**config.mk**
```make
export PLATFORM = sky130hd
export DESIGN_NAME = pd_can_id_mapper
export DESIGN_NICKNAME = d
export VERILOG_FILES = /design/src/pd_map_pkg.sv /design/src/pd_word_fifo.sv /design/src/pd_can_id_mapper.sv
export SDC_FILE = /design/constraint.sdc
export NUM_CORES = 1
export LEC_CHECK = 0
export CORE_ASPECT_RATIO = 1.2
export CORE_MARGIN = 4
export CORE_UTILIZATION = 48
export CTS_CLUSTER_DIAMETER = 50
export DETAILED_ROUTE_END_ITERATION = 10
export DONT_BUFFER_PORTS = 1
export PLACE_DENSITY = 0.63
export SLEW_MARGIN = 20
export SYNTH_ARGS = -nofsm -noshare
export SYNTH_HDL_FRONTEND = slang
export SYNTH_SLANG_ARGS = --single-unit
```
**constraint.sdc**
```tcl
create_clock -name ref_clk_i -period 3.5 [get_ports ref_clk_i]
set_input_delay 0.35 -clock ref_clk_i [delete_from_list [all_inputs] [get_ports ref_clk_i]]
set_output_delay 0.35 -clock ref_clk_i [all_outputs]
set_load 0.01 [all_outputs]
```
**src/pd_map_pkg.sv**
```systemverilog
// Constants and types shared by the process word mapper and its FIFO.
// Assumes a single 250 MHz clock domain and synchronous active-low reset.
`default_nettype none

package pd_map_pkg;

    // ==================================================================
    // Identifier arithmetic
    // ==================================================================
    localparam int unsigned ADDR_SHIFT     = 3;        // Eight ids per address
    localparam logic [2:0]  FIX_IN_OFS     = 3'h0;     // Three-word drive, inputs
    localparam logic [2:0]  FIX_OUT_OFS    = 3'h1;     // Three-word drive, outputs
    // Multi-axis offsets, indexed by telegram number
    localparam logic [3:0][2:0] MA_IN_OFS  = {3'h7, 3'h5, 3'h4, 3'h3};
    localparam logic [3:0][2:0] MA_OUT_OFS = {3'h6, 3'h2, 3'h1, 3'h0};
    localparam logic [10:0] SYNC_ID        = 11'h001;  // Sync on both channels

    // ==================================================================
    // Sizes and fixed values
    // ==================================================================
    localparam int unsigned WORDS_PER_TEL  = 4;        // Words in one telegram
    localparam int unsigned MAX_TELS       = 4;        // Telegrams per direction
    localparam logic [4:0]  FIXED_WORDS    = 5'h03;    // Three-word drive size
    localparam logic [4:0]  MA_WORDS_MAX   = 5'h10;    // Multi-axis upper bound
    localparam logic [6:0]  PWC_MIN        = 7'h01;    // Process word count min
    localparam logic [6:0]  PWC_MAX        = 7'h40;    // Process word count max
    localparam logic [15:0] FAULT_TIMEOUT  = 16'h006f; // Fault 111 code
    localparam logic [15:0] WORD_RST       = 16'h0000; // Image value after reset
    localparam int unsigned FIFO_DEPTH     = 16;       // Output word buffer

    // ==================================================================
    // Types
    // ==================================================================
    typedef enum logic [1:0] {
        ST_IDLE,
        ST_COLLECT,
        ST_SEND,
        ST_SYNC
    } map_state_t;

endpackage

`default_nettype wire

```
**src/pd_word_fifo.sv**
```systemverilog
// Synchronous FIFO with valid/ready on both sides.
// Assumes one clock; depth must be a power of two.
`default_nettype none

module pd_word_fifo
    import pd_map_pkg::*;
#(
    parameter int unsigned WIDTH = 16,
    parameter int unsigned DEPTH = FIFO_DEPTH
) (
    // Clock and reset
    input  wire logic             ref_clk_i,
    input  wire logic             rst_b_i,
    // Fill side
    input  wire logic [WIDTH-1:0] in_data_i,
    input  wire logic             in_valid_i,
    output logic                  in_ready_o,
    // Drain side
    output logic [WIDTH-1:0]      out_data_o,
    output logic                  out_valid_o,
    input  wire logic             out_ready_i
);
    localparam int unsigned AW = $clog2(DEPTH);

    // ==================================================================
    // State
    // ==================================================================
    typedef struct packed {
        logic [DEPTH-1:0][WIDTH-1:0] mem;   // Storage
        logic [AW:0]                 wr;    // Write pointer, wrap bit on top
        logic [AW:0]                 rd;    // Read pointer, wrap bit on top
    } fifo_state_t;

    fifo_state_t s_reg;                     // Registered state
    fifo_state_t s_next;                    // Next state
    logic        full;                      // No room left
    logic        empty;                     // Nothing stored

    // Wrap bits differ with equal index when full
    assign full        = (s_reg.wr[AW] != s_reg.rd[AW]) && (s_reg.wr[AW-1:0] == s_reg.rd[AW-1:0]);
    assign empty       = (s_reg.wr == s_reg.rd);
    assign in_ready_o  = !full;
    assign out_valid_o = !empty;
    assign out_data_o  = s_reg.mem[s_reg.rd[AW-1:0]];

    // ==================================================================
    // Next state
    // ==================================================================
    always_comb begin
        s_next = s_reg;
        // Push while room remains
        if (in_valid_i && !full) begin
            s_next.mem[s_reg.wr[AW-1:0]] = in_data_i;
            s_next.wr                    = s_reg.wr + 1'b1;
        end
        // Pop while data remains
        if (out_ready_i && !empty) begin
            s_next.rd = s_reg.rd + 1'b1;
        end
    end

    // Register; storage need not be cleared
    always_ff @(posedge ref_clk_i) begin
        if (!rst_b_i) begin
            s_reg.wr  <= '0;
            s_reg.rd  <= '0;
            s_reg.mem <= s_next.mem;
        end else begin
            s_reg <= s_next;
        end
    end

endmodule

`default_nettype wire

```
**src/pd_can_id_mapper.sv**
```systemverilog
// Maps one drive's process words to system_bus telegrams and back.
// Assumes fieldbus words arrive in ascending order, one drive per instance,
// and that the telegram sender takes tx only when tx_ready_i is high.
//
// What this block does
// [RQ1] Three-word drive: one telegram, ids 8a, 8a+1
// [RQ2] Multi-axis up to four: ids 8a+3, 8a+0
// [RQ3] Telegram count is words divided by four, rounded up
// [RQ4] Second telegram ids 8a+4 and 8a+1
// [RQ5] Third telegram ids 8a+5 and 8a+2
// [RQ6] Fourth telegram ids 8a+7 and 8a+6
// [RQ7] Sync telegram id 1 on both channels
// [RQ8] Word count 1..64, sixteen-bit words each
// [RQ9] Master sets polled lengths to twice count
// [RQ10] Master node address equals switch address
// [RQ11] Fieldbus lost: send zeros, resume automatically
// [RQ12] Slave timeout: fault 111 in word zero
// [RQ13] At most four words per telegram, ascending order
`default_nettype none

module pd_can_id_mapper
    import pd_map_pkg::*;
#(
    parameter int unsigned ADDR_W = 8
) (
    // Clock and reset
    input  wire logic              ref_clk_i,
    input  wire logic              rst_b_i,
    // Configuration
    input  wire logic [ADDR_W-1:0] system_bus_addr_i,
    input  wire logic              multi_axis_i,
    input  wire logic [4:0]        drive_words_i,
    input  wire logic [6:0]        process_word_count_i,
    input  wire logic              fieldbus_ok_i,
    input  wire logic              slave_timeout_i,
    // Fieldbus output words
    input  wire logic [15:0]       output_words_i,
    input  wire logic              output_valid_i,
    output logic                   output_ready_o,
    // Fieldbus input words
    input  wire logic [3:0]        input_index_i,
    output logic [15:0]            input_words_o,
    output logic [7:0]             io_bytes_o,
    // Cycle control
    input  wire logic              cycle_start_i,
    output logic                   busy_o,
    // Telegram transmit
    output logic                   tx_valid_o,
    input  wire logic              tx_ready_i,
    output logic [10:0]            tx_id_o,
    output logic [63:0]            tx_data_o,
    output logic [2:0]             tx_len_o,
    output logic                   tx_both_o,
    // Telegram receive
    input  wire logic              rx_valid_i,
    input  wire logic [10:0]       rx_id_i,
    input  wire logic [63:0]       rx_data_i
);
    localparam int unsigned IDW = ADDR_W + ADDR_SHIFT;

    // ==================================================================
    // State
    // ==================================================================
    typedef struct packed {
        map_state_t              st;        // Cycle phase
        logic [2:0]              tel;       // Telegrams sent this cycle
        logic [4:0]              left;      // Words still to send
        logic [2:0]              fill;      // Words gathered for telegram
        logic [3:0][15:0]        buf_w;     // Gathered words
        logic [10:0]             id;        // Identifier being sent
        logic [2:0]              len;       // Words in telegram being sent
        logic                    both;      // Sync goes on both channels
        logic [15:0][15:0]       img;       // Input image from the slave
        logic [15:0]             rd;        // Input word presented
        logic [7:0]              io_bytes;  // Polled length the master needs
    } map_reg_t;

    map_reg_t    s_reg;                     // Registered state
    map_reg_t    s_next;                    // Next state
    logic [15:0] fifo_word;                 // Word at FIFO head
    logic        fifo_valid;                // FIFO holds a word
    logic        fifo_pop;                  // Take head word
    logic [4:0]  words;                     // Words per cycle for this drive
    logic [2:0]  want;                      // Words for current telegram
    logic [2:0]  exp_tels;                  // Telegrams per cycle
    logic [6:0]  pwc;                       // Clamped process word count
    logic [IDW-1:0] base_id;                // Address times eight

    // Output words wait here so the fieldbus side sees back-pressure
    pd_word_fifo #(
        .WIDTH (16),
        .DEPTH (FIFO_DEPTH)
    ) u_fifo (
        .ref_clk_i   (ref_clk_i),
        .rst_b_i     (rst_b_i),
        .in_data_i   (output_words_i),
        .in_valid_i  (output_valid_i),
        .in_ready_o  (output_ready_o),
        .out_data_o  (fifo_word),
        .out_valid_o (fifo_valid),
        .out_ready_i (fifo_pop)
    );

    // ==================================================================
    // Derived sizes
    // ==================================================================
    always_comb begin
        base_id = IDW'(system_bus_addr_i) << ADDR_SHIFT;
        // [RQ3] Count from word total
        if (!multi_axis_i) begin
            words = FIXED_WORDS;
        end else if (drive_words_i == 5'h00) begin
            words = 5'h01;
        end else if (drive_words_i > MA_WORDS_MAX) begin
            words = MA_WORDS_MAX;
        end else begin
            words = drive_words_i;
        end
        exp_tels = 3'((words + 5'h03) >> 2);
        // [RQ13] At most four per telegram
        want = (s_reg.left > 5'h04) ? 3'h4 : s_reg.left[2:0];
        // [RQ8] Keep count within 1..64
        if (process_word_count_i < PWC_MIN) begin
            pwc = PWC_MIN;
        end else if (process_word_count_i > PWC_MAX) begin
            pwc = PWC_MAX;
        end else begin
            pwc = process_word_count_i;
        end
    end

    // Output identifier for a telegram number
    function automatic logic [10:0] out_id(input logic [1:0] n);
        logic [IDW-1:0] v;
        v = multi_axis_i ? (base_id | IDW'(MA_OUT_OFS[n])) : (base_id | IDW'(FIX_OUT_OFS));
        return 11'(v);
    endfunction

    // Input identifier for a telegram number
    function automatic logic [10:0] in_id(input logic [1:0] n);
        logic [IDW-1:0] v;
        v = multi_axis_i ? (base_id | IDW'(MA_IN_OFS[n])) : (base_id | IDW'(FIX_IN_OFS));
        return 11'(v);
    endfunction

    // ==================================================================
    // Next state
    // ==================================================================
    always_comb begin
        s_next   = s_reg;
        fifo_pop = 1'b0;
        // [RQ8] [RQ9] Polled length is twice count
        s_next.io_bytes = {pwc, 1'b0};
        case (s_reg.st)
            // Wait for the cycle trigger
            ST_IDLE: begin
                if (cycle_start_i) begin
                    s_next.st   = ST_COLLECT;
                    s_next.tel  = 3'h0;
                    s_next.left = words;
                    s_next.fill = 3'h0;
                end
            end
            // Gather up to four words
            ST_COLLECT: begin
                if (s_reg.fill < want) begin
                    // [RQ11] Zeros while fieldbus down
                    if (!fieldbus_ok_i) begin
                        s_next.buf_w[s_reg.fill[1:0]] = WORD_RST;
                        s_next.fill                   = s_reg.fill + 3'h1;
                        fifo_pop                      = fifo_valid;
                    end else if (fifo_valid) begin
                        // [RQ13] Ascending word order
                        s_next.buf_w[s_reg.fill[1:0]] = fifo_word;
                        s_next.fill                   = s_reg.fill + 3'h1;
                        fifo_pop                      = 1'b1;
                    end
                end else begin
                    // [RQ1] [RQ2] [RQ4] [RQ5] [RQ6] Pick id
                    s_next.id   = out_id(s_reg.tel[1:0]);
                    s_next.len  = want;
                    s_next.both = 1'b0;
                    s_next.st   = ST_SEND;
                end
            end
            // Hold the telegram until taken
            ST_SEND: begin
                if (tx_ready_i) begin
                    s_next.left = s_reg.left - 5'(s_reg.len);
                    s_next.tel  = s_reg.tel + 3'h1;
                    s_next.fill = 3'h0;
                    // [RQ3] Stop after last telegram
                    if (s_reg.left == 5'(s_reg.len)) begin
                        // [RQ7] Sync closes the cycle
                        s_next.st   = ST_SYNC;
                        s_next.id   = SYNC_ID;
                        s_next.len  = 3'h0;
                        s_next.both = 1'b1;
                    end else begin
                        s_next.st = ST_COLLECT;
                    end
                end
            end
            // Hold the sync until taken
            ST_SYNC: begin
                if (tx_ready_i) begin
                    s_next.st   = ST_IDLE;
                    s_next.both = 1'b0;
                end
            end
            default: begin
                s_next.st = ST_IDLE;
            end
        endcase
        // Receive: match against this drive's input ids
        if (rx_valid_i) begin
            for (int n = 0; n < MAX_TELS; n++) begin
                if (3'(n) < exp_tels && rx_id_i == in_id(2'(n))) begin
                    for (int k = 0; k < WORDS_PER_TEL; k++) begin
                        if (5'(n * WORDS_PER_TEL + k) < words) begin
                            s_next.img[n * WORDS_PER_TEL + k] = rx_data_i[k*16 +: 16];
                        end
                    end
                end
            end
        end
        // [RQ12] Fault overlays word zero
        if (slave_timeout_i && input_index_i == 4'h0) begin
            s_next.rd = FAULT_TIMEOUT;
        end else begin
            s_next.rd = s_next.img[input_index_i];
        end
    end

    // Register the whole state
    always_ff @(posedge ref_clk_i) begin
        if (!rst_b_i) begin
            s_reg.st       <= ST_IDLE;
            s_reg.tel      <= 3'h0;
            s_reg.left     <= 5'h00;
            s_reg.fill     <= 3'h0;
            s_reg.buf_w    <= '0;
            s_reg.id       <= 11'h000;
            s_reg.len      <= 3'h0;
            s_reg.both     <= 1'b0;
            s_reg.img      <= '0;
            s_reg.rd       <= WORD_RST;
            s_reg.io_bytes <= 8'h00;
        end else begin
            s_reg <= s_next;
        end
    end

    // ==================================================================
    // Outputs
    // ==================================================================
    assign tx_valid_o    = (s_reg.st == ST_SEND) || (s_reg.st == ST_SYNC);
    assign tx_id_o       = s_reg.id;
    assign tx_data_o     = (s_reg.st == ST_SEND) ? s_reg.buf_w : 64'h0;
    assign tx_len_o      = s_reg.len;
    assign tx_both_o     = s_reg.both;
    assign input_words_o = s_reg.rd;
    assign io_bytes_o    = s_reg.io_bytes;
    assign busy_o        = (s_reg.st != ST_IDLE);
endmodule

`default_nettype wire

```
==> results.txt <==
Setup violations remaining at the end of the flow were counted as 0. The clock network burns 44.1% of the power. The H-tree depth is 3, and the leakage dissipation is 0.01197 µW. The tools report the buffers inserted during post-CTS setup optimization as 0. When the netlist entered floorplanning its net count stood at 2454. The startpoint of the worst setup timing path was s_reg[366]$_SDFFE_PN0P_.

The most repeated cell in the gate-level netlist after synthesis was dfxtp_1. For the worst clock skew, the log shows 21.40 ps. The initial utilization of the core area, before any placement, comes to 48.45%. The global-route usage over all layers came out at 25.19%. The tools report the post-synthesis instance area as 27640 µm². Clock tree synthesis selected as its root buffer the cell clkbuf_16. The worst hold path terminates at input_words_o[8]$_SDFF_PP0_.

The critical hold path startpoint is input_index_i[0]. The worst register-to-register path has a depth of 11. In the final design database the tool counted 2579 nets. A synthesized cell averages 11.95 µm². After detailed routing, the average wire length per cell comes to 24.34 µm.

The final layout contains routed wiring with a total length of 78560 µm. The initialized floorplan defines 96 standard-cell rows. Number of remaining DRC errors: 0. Once detailed placement completed, the half-perimeter wirelength came to 50860 µm. The post-route netlist has 11.45% of its cells at a drive strength greater than 1.

Once detail routing completed, the nets flagged for antenna violations numbered 0. The detailed router placed 18740 vias in this run. The worst register-to-register path ends at tx_id_o[6]$_SDFFE_PN0P_. The final max-slew violation count was 0; the number of flip-flops in the largest register was 332.

Path class of the lowest-slack min-delay path: input port to flop. The power after layout came out at 16170 µW. The floorplan step defined a core boundary enclosing 57050 µm². The count of maximum capacitance violations was 0. Static timing analysis puts the maximum clock frequency at 315.5 MHz. The die covers 61510 µm². The kind of start point of the critical path is a flop. The number of buffers inserted during clock tree synthesis is 68, and the height of the die is 270.9 µm.

The congestion estimate from routability-driven global placement came to 0.8984. Summed over all nets, the switching power comes to 3810 µW. The CTS sink count was 636; the required time at the worst-slack endpoint was 4040 ps.

The growth of design area from synthesis to finish is 16.99%. Entering global routing, the biggest net connects 290 pins. Synthesis handed over a netlist of 2313 instances.

The classification of the worst setup path is flop to flop. After synthesis, the netlist uses 75 different library cells. The count of synthesis-stage warnings from yosys is 0. The most used flip-flop cell after synthesis was dfxtp_1.

Counting instances, the worst hold path has a depth of 2. The internal power is 12360 µW. The worst register-to-register path begins at s_reg[366]$_SDFFE_PN0P_.

The leading area contributor after synthesis is edfxtp_1. The internal reg-to-reg setup slack is 330 ps. The clock period could shrink to 3169 ps. The clock insertion delay at the later pin of the skew report came out at 610 ps. Measured along the x axis, the die boundary spans 227.1 µm.

Sequential cells were found to cover 55.33% of the synthesized design area. The number of endpoints with negative hold slack in the final report was 0; the total overflow reported by the global router was 0. By count the netlist is led by 380 x dfxtp_1, 269 x mux2i_1, 261 x nor2b_1, 256 x edfxtp_1, 159 x nand2_1. Of the total power, registers draw 48.7%. The count of placed standard cells in the final layout, fillers left out came out at 3228.

Setup repair after global routing left no endpoint under its margin. Before antenna repair, the detailed router went through 5 iterations. For the pin with the worst max-slew slack, the measured transition is 1077 ps.

Total power divided by cell area: 500.0 nW/µm². After clock tree synthesis, the clock-pin slew on the worst setup and hold paths is 60 ps. Net switching fraction of the power: 23.56%. After synthesis, the share of flip-flops with an asynchronous set or reset is 0%. Buffers placed on the I/O ports in this run total 0. The worst setup path is captured at a flop. The number of global-route vias before repair came out at 19060. The number of enable-type register cells in the synthesized netlist works out to 256.

In this run, post-CTS repair resized a total of 0 instances. The arrival time reported for the critical path endpoint came out at 3710 ps. The number of antenna violations at the first check in global routing came out at 8.

The first routing iteration left 1428 violations. The flow ran to the end, and the final reports show no timing, DRC or antenna violations. The tools report the total placed cells including tap cells as 2929. The first global-routing pass estimated 118500 µm of wire. In this run, the combinational gates consume 7.2% of the power. Ranked by total cell area, the synthesized netlist is headed by edfxtp_1 28%, dfxtp_1 28%, mux2i_1 9.7%.

Pin placement for this block handled 230 I/O pins. TritonCTS built the clock tree. The via density per instance was 5.806; the remaining max-slew budget at the tightest pin was 27.95%. The final worst-path cycle share is 90.55%, and the number of buffers on the longest clock path is 3. The critical-path maximum fanout came out at 13.

IR analysis of the VDD net gives a maximum drop of 0.4373 mV. The setup TNS after final layout is 0 ps, and the area share of the largest cell type after synthesis is 27.81%. Synthesis inferred 636 register bits.
[metrics by stage]
stage / hold WS [ps] / util, % / setup slack [ps] / cell area (µm²)
after global routing: 21.82 / 56.68 / 51.67 / 32340
final: 34.82 / 56.68 / 330.9 / 32340
after floorplan: 426.1 / - / 297.5 / 27640
after global placement: 426.8 / 49.68 / 388.9 / 28350
after detailed placement: 429.8 / 49.68 / 363.5 / 28350
after CTS: 1.497 / 56.62 / 451.9 / 32300
[worst max-delay path, cell delays in order (launching register included)]
cell	delay [ps]
dfxtp_1	350
nor3_1	200
buf_4	160
nand2_1	50
ha_1	280
o21a_1	110
o21ai_1	80
a21bo_2	230
nor2_1	690
nand2_1	130
a21boi_0	230
dlygate4sd3_1	590
[how the worst max path moves through the flow]
stage                                             end  slack, ps
final                         tx_id_o[6]$_SDFFE_PN0P_        330
after global routing          tx_id_o[6]$_SDFFE_PN0P_         50
after CTS                     tx_id_o[9]$_SDFFE_PN0P_        450
after detailed placement  input_words_o[6]$_SDFF_PN0_        360
after global placement    input_words_o[6]$_SDFF_PN0_        390
after floorplan            u_fifo.s_reg[58]$_DFFE_PP_        300
[per-layer routing]
metal | vias to the layer above | share of wire, % | GRT usage (%)
li1 | 8616 | - | -
met3 | 151 | 5.5 | 4.927
met1 | 9404 | 39 | 30.50
met4 | 8 | 3.2 | 8.745
met2 | 564 | 52 | 44.67
met5 | - | 0.057 | 0
[cell type report]
cell class / count / area (µm²)
diodes: 4 / 10.01
clock buffers: 87 / 1843
clock inverters: 34 / 362.8
fillers: 4667 / 24720
inverters: 24 / 90.09
multi-input cells: 1466 / 11430
flip-flops and latches: 636 / 15300
well taps: 735 / 919.6
repair buffers: 242 / 2387
[cell usage in the layout (no fill, tap or decap), types with 7 or more instances in the layout]
cell type	instances
nor4_1	17
and2_1	100
mux2i_1	269
inv_1	24
clkbuf_16	68
nand2_1	159
a22oi_1	8
nor2_1	51
nor3_1	9
nand2b_1	8
a21boi_0	85
buf_12	8
nand3_1	83
xor2_1	11
o21ai_1	12
xnor2_1	14
mux4_2	82
a21oi_1	25
buf_4	60
clkbuf_1	12
o21ai_0	29
o32ai_1	8
nand4_1	15
edfxtp_1	256
clkinv_2	13
or3_1	8
a211o_1	10
o211ai_1	18
dlygate4sd3_1	172
dfxtp_1	378
clkbuf_8	7
a211oi_1	7
ha_1	16
and3_1	14
nor2b_1	261
o22ai_1	59
[cell families after synthesis]
logic type                 count (synthesis)  synth area share, %
AOI/OAI and AO/OA                        313                8.016
other                                      1              0.01357
and+or+nand+nor                          758                15.10
buffers and inverters                    211                3.494
adders and majority gates                 17               0.7966
DFF                                      636                55.33
muxes                                    352                16.46
xor gates and xnor gates                  25               0.7921
[power groups by stage]
stage,clock network (µW),logic [µW],registers (µW)
after global routing,7590,1250,7880
after global placement,0,910,8030
after floorplan,0,795,7990
after CTS,7270,1160,7880
after detailed placement,0,921,8040
final,7130,1160,7880
[repair_timing]
action / in CTS / in global routing
hold buffers: 173 / 0
hold endpoints to repair: 624 / 0
endpoints found under the setup margin: 0 / 0
(Power assumes the default switching activity.)
